<file path="src/verilog/pwit_dummy_unused.sv">
`timescale 1ns/1ps
`default_nettype none
`default_nettype wire

</file>
<file path="src/verilog/pwit_pkg.sv">
`default_nettype none
package pwit_pkg;
	localparam logic [15:0] CSR_READ_ADDR = 16'hFFEC;
	localparam logic [15:0] CNT_READ_ADDR = 16'hFFED;
	localparam logic [15:0] WRITE_ADDR = 16'hFFEC;
	localparam logic [7:0] CNT_PASSWORD = 8'h5A;
	localparam logic [7:0] CSR_PASSWORD = 8'hA5;
	localparam logic [7:0] CNT_RESET = 8'h00;
	localparam logic [7:0] CNT_MAX = 8'hFF;
	localparam logic [7:0] CSR_RESET = 8'h18;
	localparam int OVF_BIT = 7;
	localparam int MODE_BIT = 6;
	localparam int RUN_BIT = 5;
	localparam int CKS_LSB = 0;
	localparam int CKS_WIDTH = 3;
	localparam int PRESCALE_WIDTH = 12;
	localparam logic [2:0] CKS_RESET = 3'h0;
	localparam logic [7:0] RDATA_RESET = 8'h00;

	typedef struct packed {
		logic rd;
		logic wr;
		logic word;
		logic [15:0] addr;
		logic [15:0] wdata;
	} pwit_bus_req_t;

	typedef struct packed {
		logic ovf;
		logic mode;
		logic run;
		logic [CKS_WIDTH-1:0] cks;
	} pwit_csr_t;
endpackage : pwit_pkg
`default_nettype wire

</file>
<file path="src/verilog/pwit_timer.sv">
`timescale 1ns/1ps
`default_nettype none
// Function
// - count prescaled pulses while run enabled
// - wrap FF to 00 sets overflow flag
// - counter zero at reset, held at zero when disabled
// - bits 7..5 cleared by reset and standby
// - divider select cleared only by reset
// - overflow cleared by reset, standby, or read-1-then-write-0
// - mode bit picks line-zero or nonmaskable request
// - running count requests interrupt each overflow
// - interval mode requests once per cycle
// - divider select decodes to eight ratios
// - bits 4 and 3 read one
// - byte writes ignored
// - shared write address, high byte password
// - byte reads at FFEC status, FFED count
// - request raised with overflow flag
// - bus write beats coincident increment
// - standby wake counts, releases clocks, no flag
// - standby refused while run enabled
module pwit_timer (
	input wire logic ref_clk,
	input wire logic arst_n,
	input wire pwit_pkg::pwit_bus_req_t bus_req,
	output logic [7:0] bus_rdata,
	input wire logic standby_enter,
	input wire logic soft_standby_req,
	output logic soft_standby_grant,
	input wire logic standby_wake_nmi,
	output logic clock_release,
	output logic nmi_req,
	output logic external_line_zero_interrupt
);
	logic [pwit_pkg::PRESCALE_WIDTH-1:0] prescale_reg;
	logic [7:0] wd_counter_reg;
	pwit_pkg::pwit_csr_t csr_reg;
	logic ovf_armed_reg;
	logic recovering_reg;
	logic tick;
	logic cnt_write;
	logic csr_write;
	logic csr_read;
	logic wrap;
	logic run_next;
	logic [7:0] csr_view;

	function automatic logic [pwit_pkg::PRESCALE_WIDTH-1:0] ratio_mask(input logic [2:0] sel);
		case (sel)
			3'h0: ratio_mask = 12'h001;
			3'h1: ratio_mask = 12'h01F;
			3'h2: ratio_mask = 12'h03F;
			3'h3: ratio_mask = 12'h07F;
			3'h4: ratio_mask = 12'h0FF;
			3'h5: ratio_mask = 12'h1FF;
			3'h6: ratio_mask = 12'h7FF;
			default: ratio_mask = 12'hFFF;
		endcase
	endfunction : ratio_mask

	// prescaler runs free; a tick is the carry out of the selected stage
	always_ff @(posedge ref_clk or negedge arst_n) begin
		if (!arst_n) begin
			prescale_reg <= '0;
		end else begin
			prescale_reg <= prescale_reg + 12'h001;
		end
	end

	assign tick = (prescale_reg & ratio_mask(csr_reg.cks)) == ratio_mask(csr_reg.cks);

	// word write at the even address covering both byte slots
	always_comb begin
		cnt_write = 1'b0;
		csr_write = 1'b0;
		if (bus_req.wr && bus_req.word && bus_req.addr[15:1] == pwit_pkg::WRITE_ADDR[15:1]) begin
			if (bus_req.wdata[15:8] == pwit_pkg::CNT_PASSWORD) begin
				cnt_write = 1'b1;
			end else if (bus_req.wdata[15:8] == pwit_pkg::CSR_PASSWORD) begin
				csr_write = 1'b1;
			end
			// any other high byte leaves both registers alone
		end
	end

	assign csr_read = bus_req.rd && bus_req.addr == pwit_pkg::CSR_READ_ADDR;
	assign run_next = standby_enter ? 1'b0 : (csr_write ? bus_req.wdata[pwit_pkg::RUN_BIT] : csr_reg.run);
	assign wrap = tick && !cnt_write && wd_counter_reg == pwit_pkg::CNT_MAX
		&& (csr_reg.run || recovering_reg);
	assign csr_view = {csr_reg.ovf, csr_reg.mode, csr_reg.run, 2'b11, csr_reg.cks};

	always_ff @(posedge ref_clk or negedge arst_n) begin
		if (!arst_n) begin
			wd_counter_reg <= pwit_pkg::CNT_RESET;
		end else if (standby_enter && !standby_wake_nmi) begin
			wd_counter_reg <= pwit_pkg::CNT_RESET;
		end else if (!run_next && !recovering_reg && !standby_wake_nmi) begin
			wd_counter_reg <= pwit_pkg::CNT_RESET;
		end else if (cnt_write) begin
			wd_counter_reg <= bus_req.wdata[7:0];
		end else if (tick) begin
			wd_counter_reg <= wd_counter_reg + 8'h01;
		end
	end

	// standby wake counts with run bit still clear; overflow only frees clocks
	always_ff @(posedge ref_clk or negedge arst_n) begin
		if (!arst_n) begin
			recovering_reg <= 1'b0;
			clock_release <= 1'b0;
		end else begin
			clock_release <= recovering_reg && !csr_reg.run && wrap;
			if (standby_wake_nmi) begin
				recovering_reg <= 1'b1;
			end else if (wrap) begin
				recovering_reg <= 1'b0;
			end
		end
	end

	always_ff @(posedge ref_clk or negedge arst_n) begin
		if (!arst_n) begin
			csr_reg.mode <= 1'b0;
			csr_reg.run <= 1'b0;
		end else if (standby_enter) begin
			csr_reg.mode <= 1'b0;
			csr_reg.run <= 1'b0;
		end else if (csr_write) begin
			csr_reg.mode <= bus_req.wdata[pwit_pkg::MODE_BIT];
			csr_reg.run <= bus_req.wdata[pwit_pkg::RUN_BIT];
		end
	end

	always_ff @(posedge ref_clk or negedge arst_n) begin
		if (!arst_n) begin
			csr_reg.cks <= pwit_pkg::CKS_RESET;
		end else if (csr_write) begin
			csr_reg.cks <= bus_req.wdata[pwit_pkg::CKS_LSB +: pwit_pkg::CKS_WIDTH];
		end
	end

	// set wins over clear; a clear needs a prior read that saw the flag high
	always_ff @(posedge ref_clk or negedge arst_n) begin
		if (!arst_n) begin
			csr_reg.ovf <= 1'b0;
			ovf_armed_reg <= 1'b0;
		end else if (wrap && csr_reg.run) begin
			csr_reg.ovf <= 1'b1;
			ovf_armed_reg <= 1'b0;
		end else if (standby_enter) begin
			csr_reg.ovf <= 1'b0;
			ovf_armed_reg <= 1'b0;
		end else if (csr_write && ovf_armed_reg && !bus_req.wdata[pwit_pkg::OVF_BIT]) begin
			csr_reg.ovf <= 1'b0;
			ovf_armed_reg <= 1'b0;
		end else if (csr_read && csr_reg.ovf) begin
			ovf_armed_reg <= 1'b1;
		end
	end

	always_ff @(posedge ref_clk or negedge arst_n) begin
		if (!arst_n) begin
			nmi_req <= 1'b0;
			external_line_zero_interrupt <= 1'b0;
		end else begin
			nmi_req <= wrap && csr_reg.run && csr_reg.mode;
			external_line_zero_interrupt <= wrap && csr_reg.run && !csr_reg.mode;
		end
	end

	always_ff @(posedge ref_clk or negedge arst_n) begin
		if (!arst_n) begin
			bus_rdata <= pwit_pkg::RDATA_RESET;
		end else if (bus_req.rd) begin
			if (bus_req.addr == pwit_pkg::CSR_READ_ADDR) begin
				bus_rdata <= csr_view;
			end else if (bus_req.addr == pwit_pkg::CNT_READ_ADDR) begin
				bus_rdata <= wd_counter_reg;
			end else begin
				bus_rdata <= pwit_pkg::RDATA_RESET;
			end
		end
	end

	always_ff @(posedge ref_clk or negedge arst_n) begin
		if (!arst_n) begin
			soft_standby_grant <= 1'b0;
		end else begin
			soft_standby_grant <= soft_standby_req && !csr_reg.run && !run_next;
		end
	end
endmodule : pwit_timer
`default_nettype wire

</file>
<file path="config.mk">
export PLATFORM = sky130hd
export DESIGN_NAME = pwit_timer
export DESIGN_NICKNAME = d
export VERILOG_FILES = /design/src/verilog/pwit_dummy_unused.sv /design/src/verilog/pwit_pkg.sv /design/src/verilog/pwit_timer.sv
export SDC_FILE = /design/constraint.sdc
export NUM_CORES = 1
export LEC_CHECK = 0
export ABC_AREA = 0
export ABC_CLOCK_PERIOD_IN_PS = 3000
export CORE_MARGIN = 5
export CORE_UTILIZATION = 40
export DETAILED_ROUTE_END_ITERATION = 7
export DONT_BUFFER_PORTS = 1
export GPL_ROUTABILITY_DRIVEN = 0
export MAX_ROUTING_LAYER = met4
export PLACE_DENSITY_LB_ADDON = 0.15
export SETUP_SLACK_MARGIN = 0.05
export SLEW_MARGIN = 20
export SYNTH_ARGS = -nofsm -noshare
export SYNTH_HDL_FRONTEND = slang
export SYNTH_SLANG_ARGS = --single-unit
</file>
<file path="constraint.sdc">
create_clock -name ref_clk -period 3 [get_ports ref_clk]
set_input_delay 0.45 -clock ref_clk [delete_from_list [all_inputs] [get_ports ref_clk]]
set_output_delay 0.45 -clock ref_clk [all_outputs]
set_load 0.02 [all_outputs]
</file>
==> results of run 1 <==
[per-stage QoR]
step | hold WS, ps | instance area (µm²) | instances | total power [µW] | setup slack (ps)
final | 223 | 2310 | 275 | 1040 | 795
after global routing | 206 | 2310 | 275 | 1080 | 700
after CTS | 213 | 2310 | 275 | 1050 | 815
after detailed placement | 156 | 2170 | 265 | 609 | 527
after global placement | 155 | 2170 | 265 | 606 | 583
after floorplan | 154 | 2090 | 197 | 603 | 778
[worst max-delay path, cell delays in order (launching register included)]
cell	delay [ps]
dfrtp_1	460
nor3_1	250
a31oi_1	60
or4_1	710
nand2b_1	250
xnor2_1	140
a211oi_1	240
[timing repair]
action / CTS / global route
resized for setup: 0 / 0
endpoints found under the hold margin: 40 / 0
hold buffers: 2 / 0
[placed cells by master, fill, tap and decap left out, drive strengths merged, types with 2 or more instances in the layout]
cell,synthesis,layout
nor4,2,2
a211oi,7,7
ha,2,2
and3,6,6
a21oi,6,6
buf,1,2
nand2,10,10
nand4,3,3
mux2,12,12
clkbuf,2,6
or4,2,2
nand3,15,15
or4bb,2,2
a31oi,2,2
o21ai,8,8
mux2i,2,2
nor3,3,3
nor2,17,17
inv,15,15
or2b,2,2
nor2b,3,3
nor4bb,2,2
xor2,4,4
xnor2,13,13
nand2b,4,4
dfrtp,40,40
[routing by layer]
layer  wire [µm]  share of wire (%)
met1        2070                 46
met3         406                9.0
met5           0                  0
met4          63                1.4
met2        1990                 44
[power groups by stage]
| stage | clock [µW] | combinational, µW | sequential [µW] |
|---|---|---|---|
| after CTS | 441 | 57.3 | 556 |
| after detailed placement | 0 | 41.9 | 567 |
| after global placement | 0 | 39.8 | 566 |
| final | 427 | 56.0 | 556 |
| after floorplan | 0 | 39.3 | 564 |
| after global routing | 458 | 65.4 | 557 |
[cell type report]
cell class | instances | area (µm²) | area share, %
clock inverters | 2 | 35.0 | 1.52
clock buffers | 6 | 72.6 | 3.14
multi-input cells | 139 | 1020 | 44.2
well taps | 70 | 87.6 | 3.79
repair buffers | 3 | 37.5 | 1.62
flip-flops and latches | 40 | 1000 | 43.3
inverters | 15 | 56.3 | 2.44
[worst paths after layout]
kind	end	slack, ps	startpoint	depth (start not counted)
max in group asynchronous	prescale_reg[3]	2180	arst_n	2
min in group asynchronous	csr_reg[3]	620	arst_n	2
min	csr_reg[4]	220	standby_enter	1
min reg2reg	prescale_reg[10]	470	prescale_reg[10]	1
max reg2reg	wd_counter_reg[4]	790	csr_reg[2]	6
max	wd_counter_reg[4]	790	csr_reg[2]	6
[logic make-up (layout without fill, tap and decap cells)]
| kind of cell | after synthesis | after routing | share of synthesized area [%] |
|---|---|---|---|
| AOI/OAI and AO/OA | 28 | 28 | 9.28 |
| xor gates and xnor gates | 17 | 17 | 7.12 |
| adders and majority gates | 2 | 2 | 1.20 |
| buffers and inverters | 18 | 26 | 3.29 |
| DFF | 40 | 40 | 47.9 |
| muxes | 14 | 14 | 7.60 |
| and+or+nand+nor | 78 | 78 | 23.6 |
==> impl_metrics.py, run 1 <==
metrics = {
    "clock_network": {
        "cts-buffers-inserted": 5,
        "root_buffer": "clkbuf_8",
        "clock_latency_ps": 290,
        "clk_path_buf_depth": 2,
        "cts_tree": "built",
        "htreeDepth": 2,
        "postCtsSetupRepairBufs": 0,
        "cts.sinks": 40,
        "clkTransAtPathRegs_ps": 80,
    },
    "cells_and_area": {
        "nets": 246,
        "final_core_util_pct": 45.2,
        "drive_above_1_share_pct": 16.1,
        "fill_cells": 497,
        "largest_reg_flops": 12,
        "diodes": 0,
        "syn_to_final_growth_pct": 10.5,
    },
    "placed_design": {
        "dp_hpwl_um": 3440,
        "io_buffers": 0,
    },
    "detailed_routing": {
        "num_vias": 1483,
        "drt_pre_antenna_iters": 5,
        "antenna_left": 0,
        "wl_per_cell_um": 16.5,
        "viasPerCell": 5.39,
        "drt-total-wl_um": 4530,
        "drc": 0,
        "drtIter0Drc": 52,
    },
    "global_routing": {
        "grt_pass1_wl_um": 7360,
        "grt-ovfl-total": 0,
        "use_met2_pct": 21.6,
        "grt_pass1_vias": 1547,
        "grt_busiest_layer": "met2",
        "grt_max_degree": 41,
        "grt_use_met1_pct": 18.7,
        "gr-usage-met3_pct": 6.18,
        "antenna_found_initial": 0,
        "grt_usage_pct": 14.9,
    },
    "sta": {
        "final-max-slew-violation-count": 0,
        "timing.fmax_ghz": 0.454,
        "rsz0062_at_grt": "false",
        "finalHoldViolCount": 0,
        "tightest_slew_ps": 438,
        "maxSlewHeadroom_pct": 70.7,
        "setup_viol": 0,
        "fin_crit_sh_pct": 73.5,
        "setup_tns_ps": 0,
        "finClkSkew_ps": 8.49,
        "min_period_ps": 2210,
    },
    "power": {
        "p_per_area_mw_per_mm2": 449,
        "internal-power_uw": 822,
        "p_leak_uw": 0.00102,
        "pwr-share-clk_pct": 41.1,
        "p_sw_uw": 217,
        "ir_drop_v": 0.000205,
        "swShare_pct": 20.8,
        "p_seq_share_pct": 53.5,
        "comb_power_share_pct": 5.4,
    },
    "hold_path": {
        "hp-class": "in -> reg",
    },
    "synth": {
        "synth_warnings": 0,
        "yosysMostFrequentCell": "dfrtp_1",
        "synth_area_mm2": 0.00209,
        "synthCells": 197,
        "async_flop_share_pct": 100,
        "ys_ff_latch": 40,
        "synthFlopType": "dfrtp_1",
        "synth_cell_types": 46,
        "syn-num-nets": 239,
        "ys_seq_area_share_pct": 47.9,
        "synth_top_cell_by_area": "dfrtp_1",
        "netlist.area_leader.share_pct": 47.9,
        "synth_area_leaders": "dfrtp_1 48%, mux2_2 5.9%, xnor2_1 5.4%",
        "yosys-top-cells-count": "40 x dfrtp_1, 17 x nor2_1, 15 x inv_1, 15 x nand3_1, 13 x xnor2_1",
        "synth_edf_count": 0,
        "syn_area_per_cell_um2": 10.6,
    },
    "die": {
        "start_util_pct": 40.9,
        "die_h_um": 82.3,
        "io_pins": 52,
        "core_mm2": 0.00511,
        "die_w_um": 82.3,
        "die-area_mm2": 0.00677,
        "rows": 26,
    },
    "worst_setup_path": {
        "crit_fanout": 10,
        "cp.arrival_ps": 2400,
        "critPathCaptureType": "register",
        "start_kind": "register",
        "required_ps": 3200,
        "criticalPathCategory": "reg -> reg",
    },
    "run": {
        "cap_violations": 0,
    },
    "status": {
        "status": "finished clean",
    },
}
No activity file was read; power rests on OpenSTA's default activity.
==> inputs of run 2 (changes only) <==
Settings changed: ABC_CLOCK_PERIOD_IN_PS 3000 to 1800.
Clock period 3 ns to 1.8 ns, I/O delays scaled along.
==> impl_metrics.py, run 2 (same netlist as run 1, synthesis figures left out) <==
metrics = {
    "die": {
        "io_pins": 52,
        "die-area_mm2": 0.00677,
        "die_w_um": 82.3,
        "rows": 26,
        "start_util_pct": 40.9,
        "die_h_um": 82.3,
        "core_mm2": 0.00511,
    },
    "sta": {
        "rsz0062_at_grt": "true",
        "min_period_ps": 2020,
        "maxSlewHeadroom_pct": 73.2,
        "setup_viol": 14,
        "fin_crit_sh_pct": 112,
        "final-max-slew-violation-count": 0,
        "finClkSkew_ps": 5.01,
        "finalHoldViolCount": 0,
        "timing.fmax_ghz": 0.496,
        "tightest_slew_ps": 399,
        "finalWorstSetupSlack_ps": -216,
    },
    "detailed_routing": {
        "wl_per_cell_um": 16.1,
        "drt_pre_antenna_iters": 4,
        "drtIter0Drc": 90,
        "num_vias": 1561,
        "viasPerCell": 5.22,
        "drt-total-wl_um": 4800,
        "antenna_left": 0,
        "drc": 0,
    },
    "status": {
        "violations": "negative setup slack",
        "status": "finished, violations left",
    },
    "power": {
        "ir_drop_v": 0.000424,
        "p_leak_uw": 0.00116,
        "p_total_uw": 1820,
        "p_per_area_mw_per_mm2": 719,
    },
    "global_routing": {
        "grt_usage_pct": 15.8,
        "antenna_found_initial": 0,
        "use_met2_pct": 23.2,
        "grt_pass1_wl_um": 7810,
        "grt_max_degree": 41,
        "grt_use_met1_pct": 20.6,
        "grt_pass1_vias": 1649,
        "gr-usage-met3_pct": 4.88,
        "grt-ovfl-total": 0,
        "grt_busiest_layer": "met2",
    },
    "cells_and_area": {
        "final_cell_mix": "40 x dfrtp_1, 23 x buf_4, 17 x nor2_1, 15 x nand3_1, 15 x inv_1",
        "drive_above_1_share_pct": 27.9,
        "diodes": 0,
        "nets": 270,
        "largest_reg_flops": 12,
        "fill_cells": 466,
        "syn_to_final_growth_pct": 21.3,
        "final_common_cell": "dfrtp_1",
        "fin_cells": 299,
    },
    "worst_setup_path": {
        "r2r_slack_ps": -220,
        "r2r-start": "csr_reg[0]",
        "required_ps": 1960,
        "critPathCaptureType": "register",
        "cp.arrival_ps": 2180,
        "start_kind": "register",
        "crit_fanout": 5,
        "startpoint": "csr_reg[0]",
        "criticalPathCategory": "reg -> reg",
    },
    "clock_network": {
        "root_buffer": "clkbuf_8",
        "cts.sinks": 40,
        "cts_tree": "built",
        "clkTransAtPathRegs_ps": 80,
        "cts-buffers-inserted": 5,
        "clock_latency_ps": 290,
        "clk_path_buf_depth": 2,
        "htreeDepth": 2,
    },
    "hold_path": {
        "min_from": "standby_enter",
        "hp-class": "in -> reg",
    },
    "placed_design": {
        "dp_hpwl_um": 3620,
        "dp_cells": 287,
        "io_buffers": 0,
    },
    "run": {
        "cap_violations": 0,
    },
}
[run 2: per-stage QoR]
step | util, % | TNS [ps] | cell area (µm²) | hold WS [ps] | setup WS (ps)
4_1_cts | 49.3 | -2220 | 2520 | 30.1 | -221
5_1_grt | 49.7 | -3060 | 2540 | 30.7 | -289
3_5_place_dp | 45.8 | -2900 | 2340 | -24.4 | -242
6_report | 49.7 | -2030 | 2540 | 40.1 | -216
3_3_place_gp | 45.8 | -2330 | 2340 | -24.5 | -194
2_1_floorplan | - | -1940 | 2100 | -25.6 | -210
[run 2: critical path: stages (launching register included)]
cell and delay, ps:
dfrtp_1 430, nor2b_1 150, o221a_2 270, or4_4 430
buf_6 150, mux2_2 260, mux2i_1 140, nor2_1 70
[run 2: where the power goes]
part | total, µW | switching (µW) | internal [µW]
sequential | 926 | 14.8 | 911
combinational | 96.7 | 47.0 | 49.8
clock | 802 | 312 | 489
total | 1820 | 374 | 1450
[run 2: area by class of cell]
cell class	instances	area (µm²)	share of cell area (%)
inverter	15	56.3	2.22
timing repair buffer	27	219	8.63
clock buffer	7	96.3	3.80
clock inverter	1	30.0	1.18
sequential	40	1000	39.5
multi-input combinational	139	1050	41.2
tap	70	87.6	3.45
[run 2: final timing paths]
kind / cells past startpoint / end
min: 1 / ovf_armed_reg
min in group asynchronous: 2 / soft_standby_grant
max reg2reg: 7 / wd_counter_reg[1]
min reg2reg: 1 / prescale_reg[0]
max in group asynchronous: 2 / prescale_reg[10]
max: 7 / wd_counter_reg[1]
[run 2: metal layers]
layer,vias up,part of all wire [%]
met4,0,1.7
met3,9,8.0
met2,61,45
li1,753,-
met5,-,0
met1,738,46
[run 2: timing repair]
action | CTS | global route
gates resized for setup | 4 | 3
endpoints found under the setup margin | 14 | 14
hold buffers | 2 | 0
pin swaps | 5 | 5
cloned | 1 | 0
hold endpoints to repair | 40 | 0
setup buffers | 0 | 1
